**src/bmft_pkg.sv**
```systemverilog
// Purpose: shared constants and types for the biphase-mark frame transmitter
// Assumes: 200 MHz system clock, one clock domain
// Notes: bit period is set in clock cycles by a configuration input
package bmft_pkg;
   // clock period in picoseconds
   localparam int unsigned CLK_PERIOD_PS = 5000;
   // shortest and longest unit bit period, nanoseconds
   localparam int unsigned BIT_MIN_NS = 40000;
   localparam int unsigned BIT_MAX_NS = 3200000;
   // cycle counts for the bit period range (min rounds up, max down)
   localparam int unsigned BIT_MIN_CYC =
      (BIT_MIN_NS * 1000 + CLK_PERIOD_PS - 1) / CLK_PERIOD_PS;
   localparam int unsigned BIT_MAX_CYC = (BIT_MAX_NS / 5) * 1000 / 1000;
   // width of the bit period counter
   localparam int unsigned PER_W = 20;
   // frame layout in unit bit periods
   localparam int unsigned PAYLOAD_BITS = 14;
   localparam int unsigned READ_BITS = 12;
   localparam int unsigned GAP_BITS = 8;
   localparam int unsigned FRAME_BITS = 24;
   // index of the first gap bit (sync + payload + parity)
   localparam logic [4:0] GAP_START = 5'h10;
   // last bit index of the frame
   localparam logic [4:0] LAST_BIT = 5'h17;
   // mid-bit transition point for a one, percent of the bit period
   localparam int unsigned ONE_PCT = 65;
   // part-number announcements after power-up
   localparam logic [1:0] ANNOUNCE_COUNT = 2'h2;
   // quiescent output level and level after reset
   localparam logic IDLE_LEVEL = 1'b1;
   // bit period after reset, cycles
   localparam logic [PER_W-1:0] PER_RESET = 20'h01f40;

   // frame sequencer states, gray along sync, data, gap
   typedef enum logic [1:0] {
      BMFT_SYNC = 2'b00,
      BMFT_DATA = 2'b01,
      BMFT_GAP = 2'b11
   } bmft_state_t;

   // configuration carried into the framer
   typedef struct packed {
      logic [PER_W-1:0] bit_cycles;
      logic announce_en;
      logic [1:0] low_bits;
   } bmft_cfg_t;
endpackage

```
**src/bmft_sync2.sv**
```systemverilog
// Purpose: two-flop synchroniser for a bus of pin-side levels
// Assumes: inputs are quasi-static levels
// Notes: first stage is read only by the second stage
`timescale 1ns/10ps
module bmft_sync2 #(
   parameter int W = 1
) (
   input wire logic clk,
   input wire logic rst,
   input wire logic [W-1:0] d,
   output logic [W-1:0] q
);
   // first and second stage
   logic [W-1:0] s1_reg;
   logic [W-1:0] s2_reg;

   // two stages, cleared by reset
   always_ff @(posedge clk) begin
      if (rst) begin
         s1_reg <= '0;
         s2_reg <= '0;
      end else begin
         s1_reg <= d;
         s2_reg <= s1_reg;
      end
   end
   assign q = s2_reg;
endmodule

```
**src/bmft_bitcell.sv**
```systemverilog
// Purpose: timing of one bit cell: end-of-bit and mid-bit strobes
// Assumes: period at least two cycles
// Notes: period is sampled at the start of each cell
`timescale 1ns/10ps
module bmft_bitcell #(
   parameter int PW = 20,
   // cell length until the first period is latched
   parameter logic [PW-1:0] RST_PER = PW'(bmft_pkg::PER_RESET)
) (
   input wire logic clk,
   input wire logic rst,
   input wire logic [PW-1:0] period,
   output logic mid_pulse,
   output logic end_pulse
);
   // cycles elapsed in the cell
   logic [PW-1:0] cnt_reg;
   logic [PW-1:0] cnt_next;
   // period latched for this cell
   logic [PW-1:0] per_reg;
   // transition point within the cell
   logic [PW-1:0] mid_point;

   // scale period by the fixed fraction
   function automatic logic [PW-1:0] frac(input logic [PW-1:0] p);
      logic [PW+7:0] prod;
      prod = {8'h00, p} * (PW+8)'(bmft_pkg::ONE_PCT);
      frac = PW'(prod / (PW+8)'(100));
   endfunction

   assign mid_point = frac(per_reg);
   assign end_pulse = (cnt_reg == per_reg - PW'(1));
   assign mid_pulse = (cnt_reg == mid_point);
   assign cnt_next = end_pulse ? '0 : cnt_reg + PW'(1);

   // cell counter and period latch
   always_ff @(posedge clk) begin
      if (rst) begin
         cnt_reg <= '0;
         per_reg <= RST_PER;
      end else begin
         cnt_reg <= cnt_next;
         if (end_pulse) begin
            per_reg <= period;
         end
      end
   end
endmodule

```
**src/bmft_framer.sv**
```systemverilog
// Purpose: biphase-mark frame transmitter on one output pin
// Assumes: reading and configuration come from pins, resynchronised here
// Notes: frame is sync, 14 payload, parity, 8-bit gap, 24 periods total
`timescale 1ns/10ps
module bmft_framer #(
   parameter int PW = bmft_pkg::PER_W,
   // shortest accepted bit period, cycles
   parameter int unsigned MIN_CYC = bmft_pkg::BIT_MIN_CYC,
   // bit period used until the first configured one, cycles
   parameter int unsigned RST_CYC = 32'(bmft_pkg::PER_RESET),
   parameter logic [11:0] PART_NUMBER = 12'h5a5
) (
   input wire logic clk,
   input wire logic rst,
   input wire logic [11:0] reading,
   input wire logic [PW-1:0] bit_cycles,
   input wire logic announce_en,
   input wire logic [1:0] low_bits,
   output logic frame_out,
   output logic frame_valid,
   output logic frame_start
);
   // synchronised inputs
   logic [11:0] reading_s;
   bmft_pkg::bmft_cfg_t cfg_s;
   // sequencer state
   bmft_pkg::bmft_state_t state_reg;
   bmft_pkg::bmft_state_t state_next;
   // bit index within frame, 0..23
   logic [4:0] bit_reg;
   logic [4:0] bit_next;
   // frame word: payload and parity
   logic [13:0] frame_payload_bits_reg;
   logic payload_parity_bit_reg;
   // output level
   logic out_reg;
   logic out_next;
   // announcements still to send
   logic [1:0] ann_reg;
   // frames sent since reset, saturating at 2
   logic [1:0] sent_reg;
   // announcement option caught after reset
   logic ann_en_reg;
   logic strap_done_reg;
   // cell strobes
   logic mid_pulse;
   logic end_pulse;
   // clamped period
   logic [PW-1:0] period_c;
   // wires for next frame and current bit
   logic frame_end;
   logic [11:0] next_word;
   logic [13:0] next_payload;
   logic next_parity;
   logic cur_bit;
   logic is_one;

   // count of zero bits, even gives parity one
   function automatic logic zero_parity(input logic [13:0] d);
      zero_parity = ~(^(~d));
   endfunction

   // keep the period inside the documented range
   function automatic logic [PW-1:0] clamp(input logic [PW-1:0] p);
      if (p < PW'(MIN_CYC)) begin
         clamp = PW'(MIN_CYC);
      end else if (p > PW'(bmft_pkg::BIT_MAX_CYC)) begin
         clamp = PW'(bmft_pkg::BIT_MAX_CYC);
      end else begin
         clamp = p;
      end
   endfunction

   // pin inputs pass two flops
   bmft_sync2 #(
      .W(12 + PW + 3)
   ) u_sync (
      .clk(clk),
      .rst(rst),
      .d({reading, bit_cycles, announce_en, low_bits}),
      .q({reading_s, cfg_s})
   );

   assign period_c = clamp(cfg_s.bit_cycles);

   bmft_bitcell #(
      .PW(PW),
      .RST_PER(PW'(RST_CYC))
   ) u_cell (
      .clk(clk),
      .rst(rst),
      .period(period_c),
      .mid_pulse(mid_pulse),
      .end_pulse(end_pulse)
   );

   assign frame_end = end_pulse && (bit_reg == bmft_pkg::LAST_BIT);
   assign next_word = (ann_reg != 2'h0) ? PART_NUMBER : reading_s;
   // reading or part number on top, configured low bits
   assign next_payload = {next_word, cfg_s.low_bits};
   assign next_parity = zero_parity(next_payload);

   // current bit value: payload msb first, then parity
   assign cur_bit = (state_reg == bmft_pkg::BMFT_DATA) ?
      ((bit_reg == 5'h0f) ? payload_parity_bit_reg :
       frame_payload_bits_reg[4'(5'd14 - bit_reg)]) : 1'b0;
   assign is_one = cur_bit && (state_reg == bmft_pkg::BMFT_DATA);

   // sequencer next state
   always_comb begin
      state_next = state_reg;
      bit_next = bit_reg;
      if (end_pulse) begin
         bit_next = frame_end ? 5'h00 : bit_reg + 5'h01;
         case (state_reg)
            bmft_pkg::BMFT_SYNC: begin
               state_next = bmft_pkg::BMFT_DATA;
            end
            bmft_pkg::BMFT_DATA: begin
               if (bit_reg == 5'h0f) begin
                  state_next = bmft_pkg::BMFT_GAP;
               end
            end
            bmft_pkg::BMFT_GAP: begin
               if (frame_end) begin
                  state_next = bmft_pkg::BMFT_SYNC;
               end
            end
            default: begin
               state_next = bmft_pkg::BMFT_SYNC;
            end
         endcase
      end
   end

   // output level next value
   always_comb begin
      out_next = out_reg;
      if (end_pulse) begin
         if (frame_end) begin
            // sync starts by leaving idle level
            out_next = ~bmft_pkg::IDLE_LEVEL;
         end else if (bit_next < bmft_pkg::GAP_START) begin
            out_next = ~out_reg;
         end else if (bit_reg == 5'h0f) begin
            out_next = ~out_reg;
         end
      end else if (mid_pulse && is_one) begin
         out_next = ~out_reg;
      end
   end

   // sequencer, bit index and output
   always_ff @(posedge clk) begin
      if (rst) begin
         state_reg <= bmft_pkg::BMFT_GAP;
         bit_reg <= bmft_pkg::GAP_START;
         out_reg <= bmft_pkg::IDLE_LEVEL;
      end else begin
         state_reg <= state_next;
         bit_reg <= bit_next;
         out_reg <= out_next;
      end
   end

   // latch frame word at frame start
   always_ff @(posedge clk) begin
      if (rst) begin
         frame_payload_bits_reg <= '0;
         payload_parity_bit_reg <= 1'b0;
      end else if (frame_end) begin
         frame_payload_bits_reg <= next_payload;
         payload_parity_bit_reg <= next_parity;
      end
   end

   // catch announcement option until the first frame starts
   always_ff @(posedge clk) begin
      if (rst) begin
         strap_done_reg <= 1'b0;
         ann_en_reg <= 1'b0;
      end else if (!strap_done_reg) begin
         // synchroniser has settled long before the first frame end
         strap_done_reg <= frame_end;
         ann_en_reg <= cfg_s.announce_en;
      end
   end

   always_ff @(posedge clk) begin
      if (rst) begin
         ann_reg <= 2'h0;
      end else if (frame_end && (sent_reg == 2'h0) && ann_en_reg) begin
         // frames two and three carry the part number
         ann_reg <= bmft_pkg::ANNOUNCE_COUNT;
      end else if (frame_end && (ann_reg != 2'h0)) begin
         ann_reg <= ann_reg - 2'h1;
      end
   end

   // first frame after reset flagged invalid
   always_ff @(posedge clk) begin
      if (rst) begin
         sent_reg <= 2'h0;
      end else if (frame_end && (sent_reg != 2'h2)) begin
         sent_reg <= sent_reg + 2'h1;
      end
   end

   // frame_out from a flop, frame_valid and frame_start decoded from flops; valid marks frames after the first
   assign frame_out = out_reg;
   assign frame_valid = (sent_reg == 2'h2);
   assign frame_start = frame_end;
endmodule

```
**config.mk**
```make
export PLATFORM = sky130hd
export DESIGN_NAME = bmft_framer
export DESIGN_NICKNAME = d
export VERILOG_FILES = /design/src/bmft_pkg.sv /design/src/bmft_sync2.sv /design/src/bmft_bitcell.sv /design/src/bmft_framer.sv
export SDC_FILE = /design/constraint.sdc
export NUM_CORES = 1
export LEC_CHECK = 0
export BUFFER_PORTS_ARGS = -buffer_cell sky130_fd_sc_hd__buf_4
export CAP_MARGIN = 15
export CORE_MARGIN = 1
export CORE_UTILIZATION = 53
export CTS_CLUSTER_SIZE = 8
export DETAILED_ROUTE_END_ITERATION = 12
export PLACE_DENSITY_LB_ADDON = 0.2
export SYNTH_ARGS = -nofsm -noshare
export SYNTH_HDL_FRONTEND = slang
export SYNTH_SLANG_ARGS = --single-unit
```
**constraint.sdc**
```tcl
create_clock -name clk -period 17.15 [get_ports clk]
set_clock_uncertainty 0.15 [all_clocks]
set_input_delay 1.715 -clock clk [delete_from_list [all_inputs] [get_ports clk]]
set_output_delay 1.715 -clock clk [all_outputs]
set_load 0.01 [all_outputs]
```
==> results of run 1 <==
==> power by group <==
part | internal, mW | switching [mW] | leakage, nW
Clock | 0.229 | 0.136 | 0.279
Combinational | 0.0152 | 0.0115 | 3.30
Sequential | 0.331 | 0.00427 | 1.14
==> layout by cell type (no fill, tap or decap), drive strengths merged, types with 10 or more instances in the layout <==
master,count
dfxtp,139
nor2,130
nand2,111
a21oi,90
xnor2,82
nor2b,78
o21ai,76
buf,62
nor3,52
nand3,44
xor2,38
ha,36
a211oi,29
a21o,26
and3,21
nor4,20
a31oi,19
inv,19
clkbuf,18
o211ai,18
a211o,17
and2,17
nand2b,17
mux2i,16
nand4,15
or3,14
or2,14
o21a,13
nor3b,12
a22o,10
==> per-layer routing <==
layer | vias up | track usage [%] | wire length [µm]
met5 | - | 0 | 0
met4 | 0 | 6.63 | 350
met3 | 39 | 2.97 | 1230
met2 | 311 | 38.9 | 12700
met1 | 4890 | 34.7 | 13300
li1 | 5343 | - | -
==> layout make-up <==
type / instances / area share, %
well taps: 275 / 2.70
clock buffers: 18 / 3.37
inverters: 17 / 0.501
multi-input cells: 1199 / 66.6
flip-flops and latches: 139 / 21.9
clock inverters: 13 / 1.33
repair buffers: 62 / 3.65
==> repair_timing <==
action	4_1_cts	5_1_grt
setup endpoints to repair	0	1
setup buffers	0	5
gates resized for setup	0	35
==> how the worst min path moves through the flow <==
stage / from / to / slack, ps / cells after the start
after floorplan: u_sync.s1_reg[0] / u_sync.q[0] / 260 / 1
after global placement: u_sync.s1_reg[33] / u_sync.q[33] / 270 / 1
after detailed placement: u_sync.s1_reg[30] / u_sync.q[30] / 270 / 1
after CTS: u_sync.s1_reg[30] / u_sync.q[30] / 280 / 1
after global routing: u_sync.s1_reg[6] / u_sync.q[6] / 290 / 1
final: u_sync.s1_reg[30] / u_sync.q[30] / 280 / 1
==> worst max-delay path: cells and delay by family, from the launching register on <==
family	cells	cell delay, ps
compound gates	34	9870
flops	1	520
simple gates	16	3820
xor+xnor	3	500
fa+ha+maj	3	1250
==> per-stage QoR <==
step / utilization, % / cells
floorplan: - / 1423
global placement: 56.3 / 1687
detailed placement: 56.3 / 1687
CTS: 59.1 / 1718
global route: 60.2 / 1723
finish: 60.2 / 1723
==> cell families (layout without fill, tap and decap cells) <==
kind of cell               Yosys count  in the layout  synth area share, %
and+or+nand+nor                    582            582                 26.8
AOI/OAI and AO/OA                  432            432                 28.9
DFF                                139            139                 24.2
xor gates and xnor gates           120            120                 9.26
buffers and inverters               85            110                 3.82
adders and majority gates           41             41                 4.45
muxes                               24             24                 2.64
==> flow_summary.yaml, run 1 <==
setup_path:
  path_max_fanout: 15
  r2r-end: "frame_out"
  crit_arrival_ps: 16410
  path_class: "reg2reg"
  r2r_setup_slack_ps: 890
  slowest_stage: "a2111o_2"
  reg2reg_depth: 56
  critPathCaptureType: "flip-flop"
  worstPathRequired_ps: 17300
  critPathMaxStageDelay_ps: 620
  endpoint: "frame_out"
  rr_startpoint: "u_cell.per_reg[2]"
  cp-startpoint: "u_cell.per_reg[2]"
  worst_setup_path_start_kind: "flip-flop"
routing:
  final_antenna_net_count: 0
  viasPerCell: 6.14
  drc: 0
  drt_wl_total_um: 27600
  vias: 10600
  drt_iter0_drc: 849
  wire_per_inst_um: 16.0
  dr.pass1.iters: 6
yosys:
  synth_area_leader_cell: "dfxtp_1"
  synth-main-ff-cell: "dfxtp_1"
  synth_edf_count: 0
  synth_area_um2: 11500
  yosysMostFrequentCell: "dfxtp_1"
  ys_seq_area_share_pct: 24.2
  ys_seq_elements: 139
  netlist_top_cells_count: "dfxtp_1, nor2_1, nand2_1"
  syn_inst: 1423
  ys_async_sr_fraction_pct: 0
  syn_area_per_cell_um2: 8.09
  yosysWarnings: 0
  syn_nets: 1497
  synth_top_area_share_pct: 24.2
  yosys-top-cells-area: "dfxtp_1, xnor2_1, nor2b_1"
  synth_cell_types: 131
finish:
  fillers: 1848
  seq_area_um2: 2780
  multi_input_area_um2: 8490
  antenna_cells: 0
  layout-drive-gt1-share_pct: 14.4
  final_cell_area_um2: 12700
  nNetsFinal: 1510
  syn2layout_area_growth_pct: 10.7
min_path:
  hp-class: "reg2reg"
floorplan:
  die_x_um: 149
  dieArea_um2: 22300
  io_pins: 40
  floorplan.initialDensity_pct: 54.4
  rows: 53
  die_h_um: 149
  core_um2: 21200
power_and_ir_drop:
  ir_worst_vdd_uv: 103
  p_per_area_nw_per_um2: 57.1
  leakage_nw: 4.71
  p_total_uw: 727
outcome:
  status: "complete, no violations"
grt:
  grt_pass1_wl_um: 45500
  antenna_found_initial: 0
  overflow: 0
  first_global_vias: 9464
  grt_max_degree: 91
  track_usage_pct: 24.5
clock_network:
  root_buffer: "clkbuf_16"
  tritoncts: "yes"
  numCtsBuffers: 17
  clk_pin_slew_ps: 60
  cts.sink_count: 139
  cts_buffer_depth: 2
  h-tree-depth: 4
  insertion_delay_ps: 410
  postCtsHoldBufs: 0
sta:
  worst_pin_slew_ps: 1160
  setup_viol: 0
  rsz0062_at_grt: "no"
  worst_slack_ps: 893
  fmax_mhz: 61.5
  finalMaxSlewViolations: 0
  fin_crit_ps: 16260
  fin_crit_sh_pct: 94.8
  finalHoldViolations: 0
  fin_hold_ws_ps: 281
  tns_ps: 0
  relSlewSlack_pct: 22.5
placement:
  port_buffers: 39
  place_hpwl_um: 20300
  dpl_cell_area_um2: 11900
  post-place-ws_ps: 285
  place.gp.congestion: 0.929
job:
  cap_viol_max_count: 0
No activity file was read; power rests on OpenSTA's default activity.
==> run 2, diff against run 1 <==
--- a/config.mk
+++ b/config.mk
@@ -7,8 +7,8 @@
 export LEC_CHECK = 0
 export BUFFER_PORTS_ARGS = -buffer_cell sky130_fd_sc_hd__buf_4
 export CAP_MARGIN = 15
-export CORE_MARGIN = 1
-export CORE_UTILIZATION = 53
+export CORE_MARGIN = 1.5
+export CORE_UTILIZATION = 42
 export CTS_CLUSTER_SIZE = 8
 export DETAILED_ROUTE_END_ITERATION = 12
 export PLACE_DENSITY_LB_ADDON = 0.2
==> run 2 against run 1 <==
Fmax is 0.72% lower. Worst hold slack better by 2.0 ps. Combinational power hardly changed. Via count is 0.28% higher. Clock power is 4% lower. Clock-buffer cell count is 1 lower. Sequential share of layout area is 0.16 points lower. Cell area is 0.77% higher. Critical path depth is 1 higher. Total power is 2.4% lower. Highest routed layer unchanged.
==> flow_summary.yaml, run 2 (synthesized netlist as in run 1, its figures left out) <==
outcome:
  status: "complete, no violations"
routing:
  wire_per_inst_um: 15.9
  drc: 0
  dr.pass1.iters: 5
  viasPerCell: 5.91
  final_antenna_net_count: 0
  vias: 10600
  drt_wl_total_um: 28600
  drt_iter0_drc: 910
floorplan:
  io_pins: 40
  die_x_um: 169
  core_um2: 27000
  floorplan.initialDensity_pct: 42.7
  rows: 60
  die_h_um: 169
  dieArea_um2: 28400
clock_network:
  h-tree-depth: 4
  cts.sink_count: 139
  cts_buffer_depth: 2
  numCtsBuffers: 17
  postCtsHoldBufs: 0
  insertion_delay_ps: 420
  tritoncts: "yes"
  clk_pin_slew_ps: 60
  root_buffer: "clkbuf_16"
sta:
  worst_slack_ps: 776
  relSlewSlack_pct: 28.2
  finalHoldViolations: 0
  setup_viol: 0
  finalMaxSlewViolations: 0
  worst_pin_slew_ps: 1080
  fmax_mhz: 61.1
  fin_crit_sh_pct: 95.5
  fin_crit_ps: 16370
placement:
  dpl_cell_area_um2: 12000
  place.gp.congestion: 0.919
  port_buffers: 39
  post-place-ws_ps: 434
  place_hpwl_um: 21300
  place_inst: 1755
setup_path:
  critPathMaxStageDelay_ps: 590
  path_max_fanout: 10
  r2r-end: "frame_out"
  endpoint: "frame_out"
  reg2reg_depth: 57
  critPathBufInv: 2
  worstPathRequired_ps: 17310
  r2r_setup_slack_ps: 780
  critPathCaptureType: "flip-flop"
  rr_startpoint: "u_cell.per_reg[3]"
  path_delay_family: "compound AO/OA/AOI/OAI gates"
  path_depth: 57
  crit_path_frequent_cell: "a211o_1"
  path_class: "reg2reg"
  worst_setup_path_start_kind: "flip-flop"
  crit_arrival_ps: 16530
  slowest_stage: "dfxtp_1"
  cp-startpoint: "u_cell.per_reg[3]"
min_path:
  hp-class: "reg2reg"
  hold_start: "u_sync.s1_reg[26]"
power_and_ir_drop:
  leakage_nw: 4.75
  p_total_uw: 710
  ir_worst_vdd_uv: 86.4
  p_per_area_nw_per_um2: 55.3
finish:
  syn2layout_area_growth_pct: 11.5
  final_common_cell: "dfxtp_1"
  layout_common_cells: "dfxtp_1, nor2_1, nand2_1"
  fillers: 2594
  nNetsFinal: 1516
  layout-drive-gt1-share_pct: 15.1
  antenna_cells: 0
  final_cell_area_um2: 12800
  final_cells: 1796
grt:
  first_global_vias: 9870
  track_usage_pct: 19.9
  antenna_found_initial: 0
  grt_pass1_wl_um: 48000
  overflow: 0
  grt_max_degree: 105
job:
  cap_viol_max_count: 0
## run 2: layer usage
layer,wire length (µm),track usage (%),part of all wire (%)
met5,0,0,0
met4,323,5.01,1.1
met3,1210,2.13,4.3
met2,13100,32.9,46
met1,13900,27.8,49
## run 2: worst reg2reg max path, delay by kind of cell, from the launching register on
kind | cells | cell delay [ps]
AOI/OAI and AO/OA | 31 | 8060
and+or+nand+nor | 15 | 4040
adders and majority gates | 5 | 1870
xor gates and xnor gates | 3 | 830
DFF | 1 | 590
muxes | 1 | 380
buffers and inverters | 2 | 360
## run 2: metrics by stage
step,util (%),hold slack [ps],TNS (ps)
floorplan,-,264,0
global placement,44.5,269,0
detailed placement,44.5,270,0
CTS,46.7,286,0
global route,47.6,301,-80.6
finish,47.6,283,0
## run 2: how the worst min path moves through the flow
| stage | to | slack, ps | cells after the start |
|---|---|---|---|
| 6_report | u_sync.q[26] | 280 | 1 |
| 5_1_grt | u_sync.q[25] | 300 | 1 |
| 4_1_cts | u_sync.q[26] | 290 | 1 |
| 3_5_place_dp | u_sync.q[23] | 270 | 1 |
| 3_3_place_gp | u_sync.q[5] | 270 | 1 |
| 2_1_floorplan | u_sync.q[0] | 260 | 1 |
## run 2: where the power goes
part           internal, mW  total [mW]  switching [mW]
clock                 0.193       0.349           0.156
sequential            0.331       0.335         0.00411
combinational        0.0151      0.0264          0.0113
total                 0.539       0.710           0.171
## run 2: repair_timing
action	4_1_cts	5_1_grt
endpoints found under the setup margin	0	1
resized for setup	0	38
buffers inserted	0	9
## run 2: area by class of cell
class	count	area (µm²)	share of cell area, %
clock buffer	17	425	3.31
clock inverter	15	143	1.11
inverter	17	63.8	0.497
multi-input combinational	1199	8480	66.1
sequential	139	2790	21.7
tap	341	427	3.32
timing repair buffer	68	510	3.98
==> run 3, diff against run 2 <==
--- a/config.mk
+++ b/config.mk
@@ -8,7 +8,7 @@
 export BUFFER_PORTS_ARGS = -buffer_cell sky130_fd_sc_hd__buf_4
 export CAP_MARGIN = 15
 export CORE_MARGIN = 1.5
-export CORE_UTILIZATION = 42
+export CORE_UTILIZATION = 60
 export CTS_CLUSTER_SIZE = 8
 export DETAILED_ROUTE_END_ITERATION = 12
 export PLACE_DENSITY_LB_ADDON = 0.2
==> run 3 against run 2 <==
Critical path depth rose by 2. Clock power rose by 5%. Combinational power rose by 2%. Fmax fell by 0.43%. Wire length fell by 2.1%.
==> flow_summary.yaml, run 3 (synthesized netlist as in run 1, its figures left out) <==
power_and_ir_drop:
  p_per_area_nw_per_um2: 57.5
  clockPowerShare_pct: 50.3
  leakage_nw: 4.72
  ir_worst_vdd_uv: 104
  p_sw_uw: 148
  pwr-share-seq_pct: 46.0
  p_comb_share_pct: 3.7
  p_sw_share_pct: 20.3
  p_int_uw: 581
grt:
  grt_max_degree: 105
  grt_pass1_wl_um: 45900
  first_global_vias: 9680
  overflow: 0
  track_usage_pct: 27.4
  antenna_found_initial: 0
sta:
  tns_ps: 0
  relSlewSlack_pct: 22.2
  fin_crit_ps: 16440
  finalHoldViolations: 0
  worst_slack_ps: 705
  setup_viol: 0
  worst_pin_slew_ps: 1160
  finalMaxSlewViolations: 0
  fin_hold_ws_ps: 281
  fin_crit_sh_pct: 95.9
  fmax_mhz: 60.8
setup_path:
  worst_setup_path_start_kind: "flip-flop"
  cp-startpoint: "u_cell.per_reg[7]"
  path_max_fanout: 15
  path_class: "reg2reg"
  slowest_stage: "a2111o_2"
  rr_startpoint: "u_cell.per_reg[7]"
  r2r_setup_slack_ps: 710
  reg2reg_depth: 59
  critPathCaptureType: "flip-flop"
  r2r-end: "frame_out"
  endpoint: "frame_out"
  worstPathRequired_ps: 17300
  crit_arrival_ps: 16600
  critPathMaxStageDelay_ps: 620
placement:
  place_hpwl_um: 20200
  port_buffers: 39
  place.gp.congestion: 0.944
  post-place-ws_ps: 375
  dpl_cell_area_um2: 11900
routing:
  wire_per_inst_um: 16.6
  drt_iter0_drc: 873
  vias: 10800
  drc: 0
  drt_wl_total_um: 28000
  viasPerCell: 6.41
  dr.pass1.iters: 5
  final_antenna_net_count: 0
finish:
  antenna_cells: 0
  final_common_cell: "dfxtp_1"
  final_cell_area_um2: 12700
  nNetsFinal: 1512
  layout-drive-gt1-share_pct: 14.7
  layout_common_cells: "dfxtp_1, nor2_1, nand2_1"
  syn2layout_area_growth_pct: 10.2
  postLayoutCoreUtil_pct: 67.6
floorplan:
  die_x_um: 142
  core_um2: 18800
  io_pins: 40
  rows: 50
  dieArea_um2: 20000
  die_h_um: 142
  floorplan.initialDensity_pct: 61.3
job:
  cap_viol_max_count: 0
clock_network:
  tritoncts: "yes"
  root_buffer: "clkbuf_16"
  cts_buffer_depth: 2
  cts.sink_count: 139
  h-tree-depth: 4
  insertion_delay_ps: 410
  numCtsBuffers: 17
  clk_pin_slew_ps: 60
  postCtsHoldBufs: 0
min_path:
  hp-class: "reg2reg"
outcome:
  status: "complete, no violations"
==> run 3: how the worst min path moves through the flow <==
stage                       from           end  slack, ps  cells past startpoint
5_1_grt        u_sync.s1_reg[16]  u_sync.q[16]        300                      1
6_report       u_sync.s1_reg[15]  u_sync.q[15]        280                      1
3_5_place_dp   u_sync.s1_reg[16]  u_sync.q[16]        270                      1
4_1_cts        u_sync.s1_reg[16]  u_sync.q[16]        280                      1
2_1_floorplan   u_sync.s1_reg[0]   u_sync.q[0]        260                      1
3_3_place_gp   u_sync.s1_reg[23]  u_sync.q[23]        270                      1
==> run 3: power by group through the flow <==
stage	sequential [mW]	combinational, mW	clock [mW]
2_1_floorplan	0.341	0.0188	0
3_3_place_gp	0.342	0.0263	0
3_5_place_dp	0.343	0.0269	0
4_1_cts	0.336	0.0272	0.370
5_1_grt	0.337	0.0299	0.385
6_report	0.336	0.0268	0.367
==> run 3: final cells by class <==
| type | count | area [µm²] |
|---|---|---|
| repair buffers | 64 | 480 |
| fillers | 1489 | 6090 |
| multi-input cells | 1199 | 8460 |
| clock inverters | 11 | 145 |
| inverters | 17 | 63.8 |
| clock buffers | 20 | 457 |
| flip-flops and latches | 139 | 2790 |
| well taps | 234 | 293 |
==> run 3: worst max-delay path: cells and delay by family (launching register included) <==
kind	cells	cell delay, ps
AND/OR/NAND/NOR	10	2510
multiplexers	1	320
adder cells (fa/ha/maj)	5	1720
AO/OA/AOI/OAI	37	10020
flip-flops	1	410
XOR/XNOR	3	580
buffers and inverters	3	600
==> run 3: layer usage <==
| metal | global-route usage (%) | share of wire, % |
|---|---|---|
| met1 | 37.4 | 46 |
| met2 | 46.1 | 47 |
| met3 | 3.51 | 5.3 |
| met4 | 6.35 | 1.3 |
| met5 | 0 | 0 |
==> run 3: stage by stage <==
step	instances	total power, mW
2_1_floorplan	1423	0.360
3_3_place_gp	1646	0.369
3_5_place_dp	1646	0.370
4_1_cts	1677	0.733
5_1_grt	1684	0.752
6_report	1684	0.730
==> run 3: timing repair <==
item	in CTS	in global routing
gates resized for setup	0	34
endpoints found under the setup margin	0	1
setup buffers	0	7
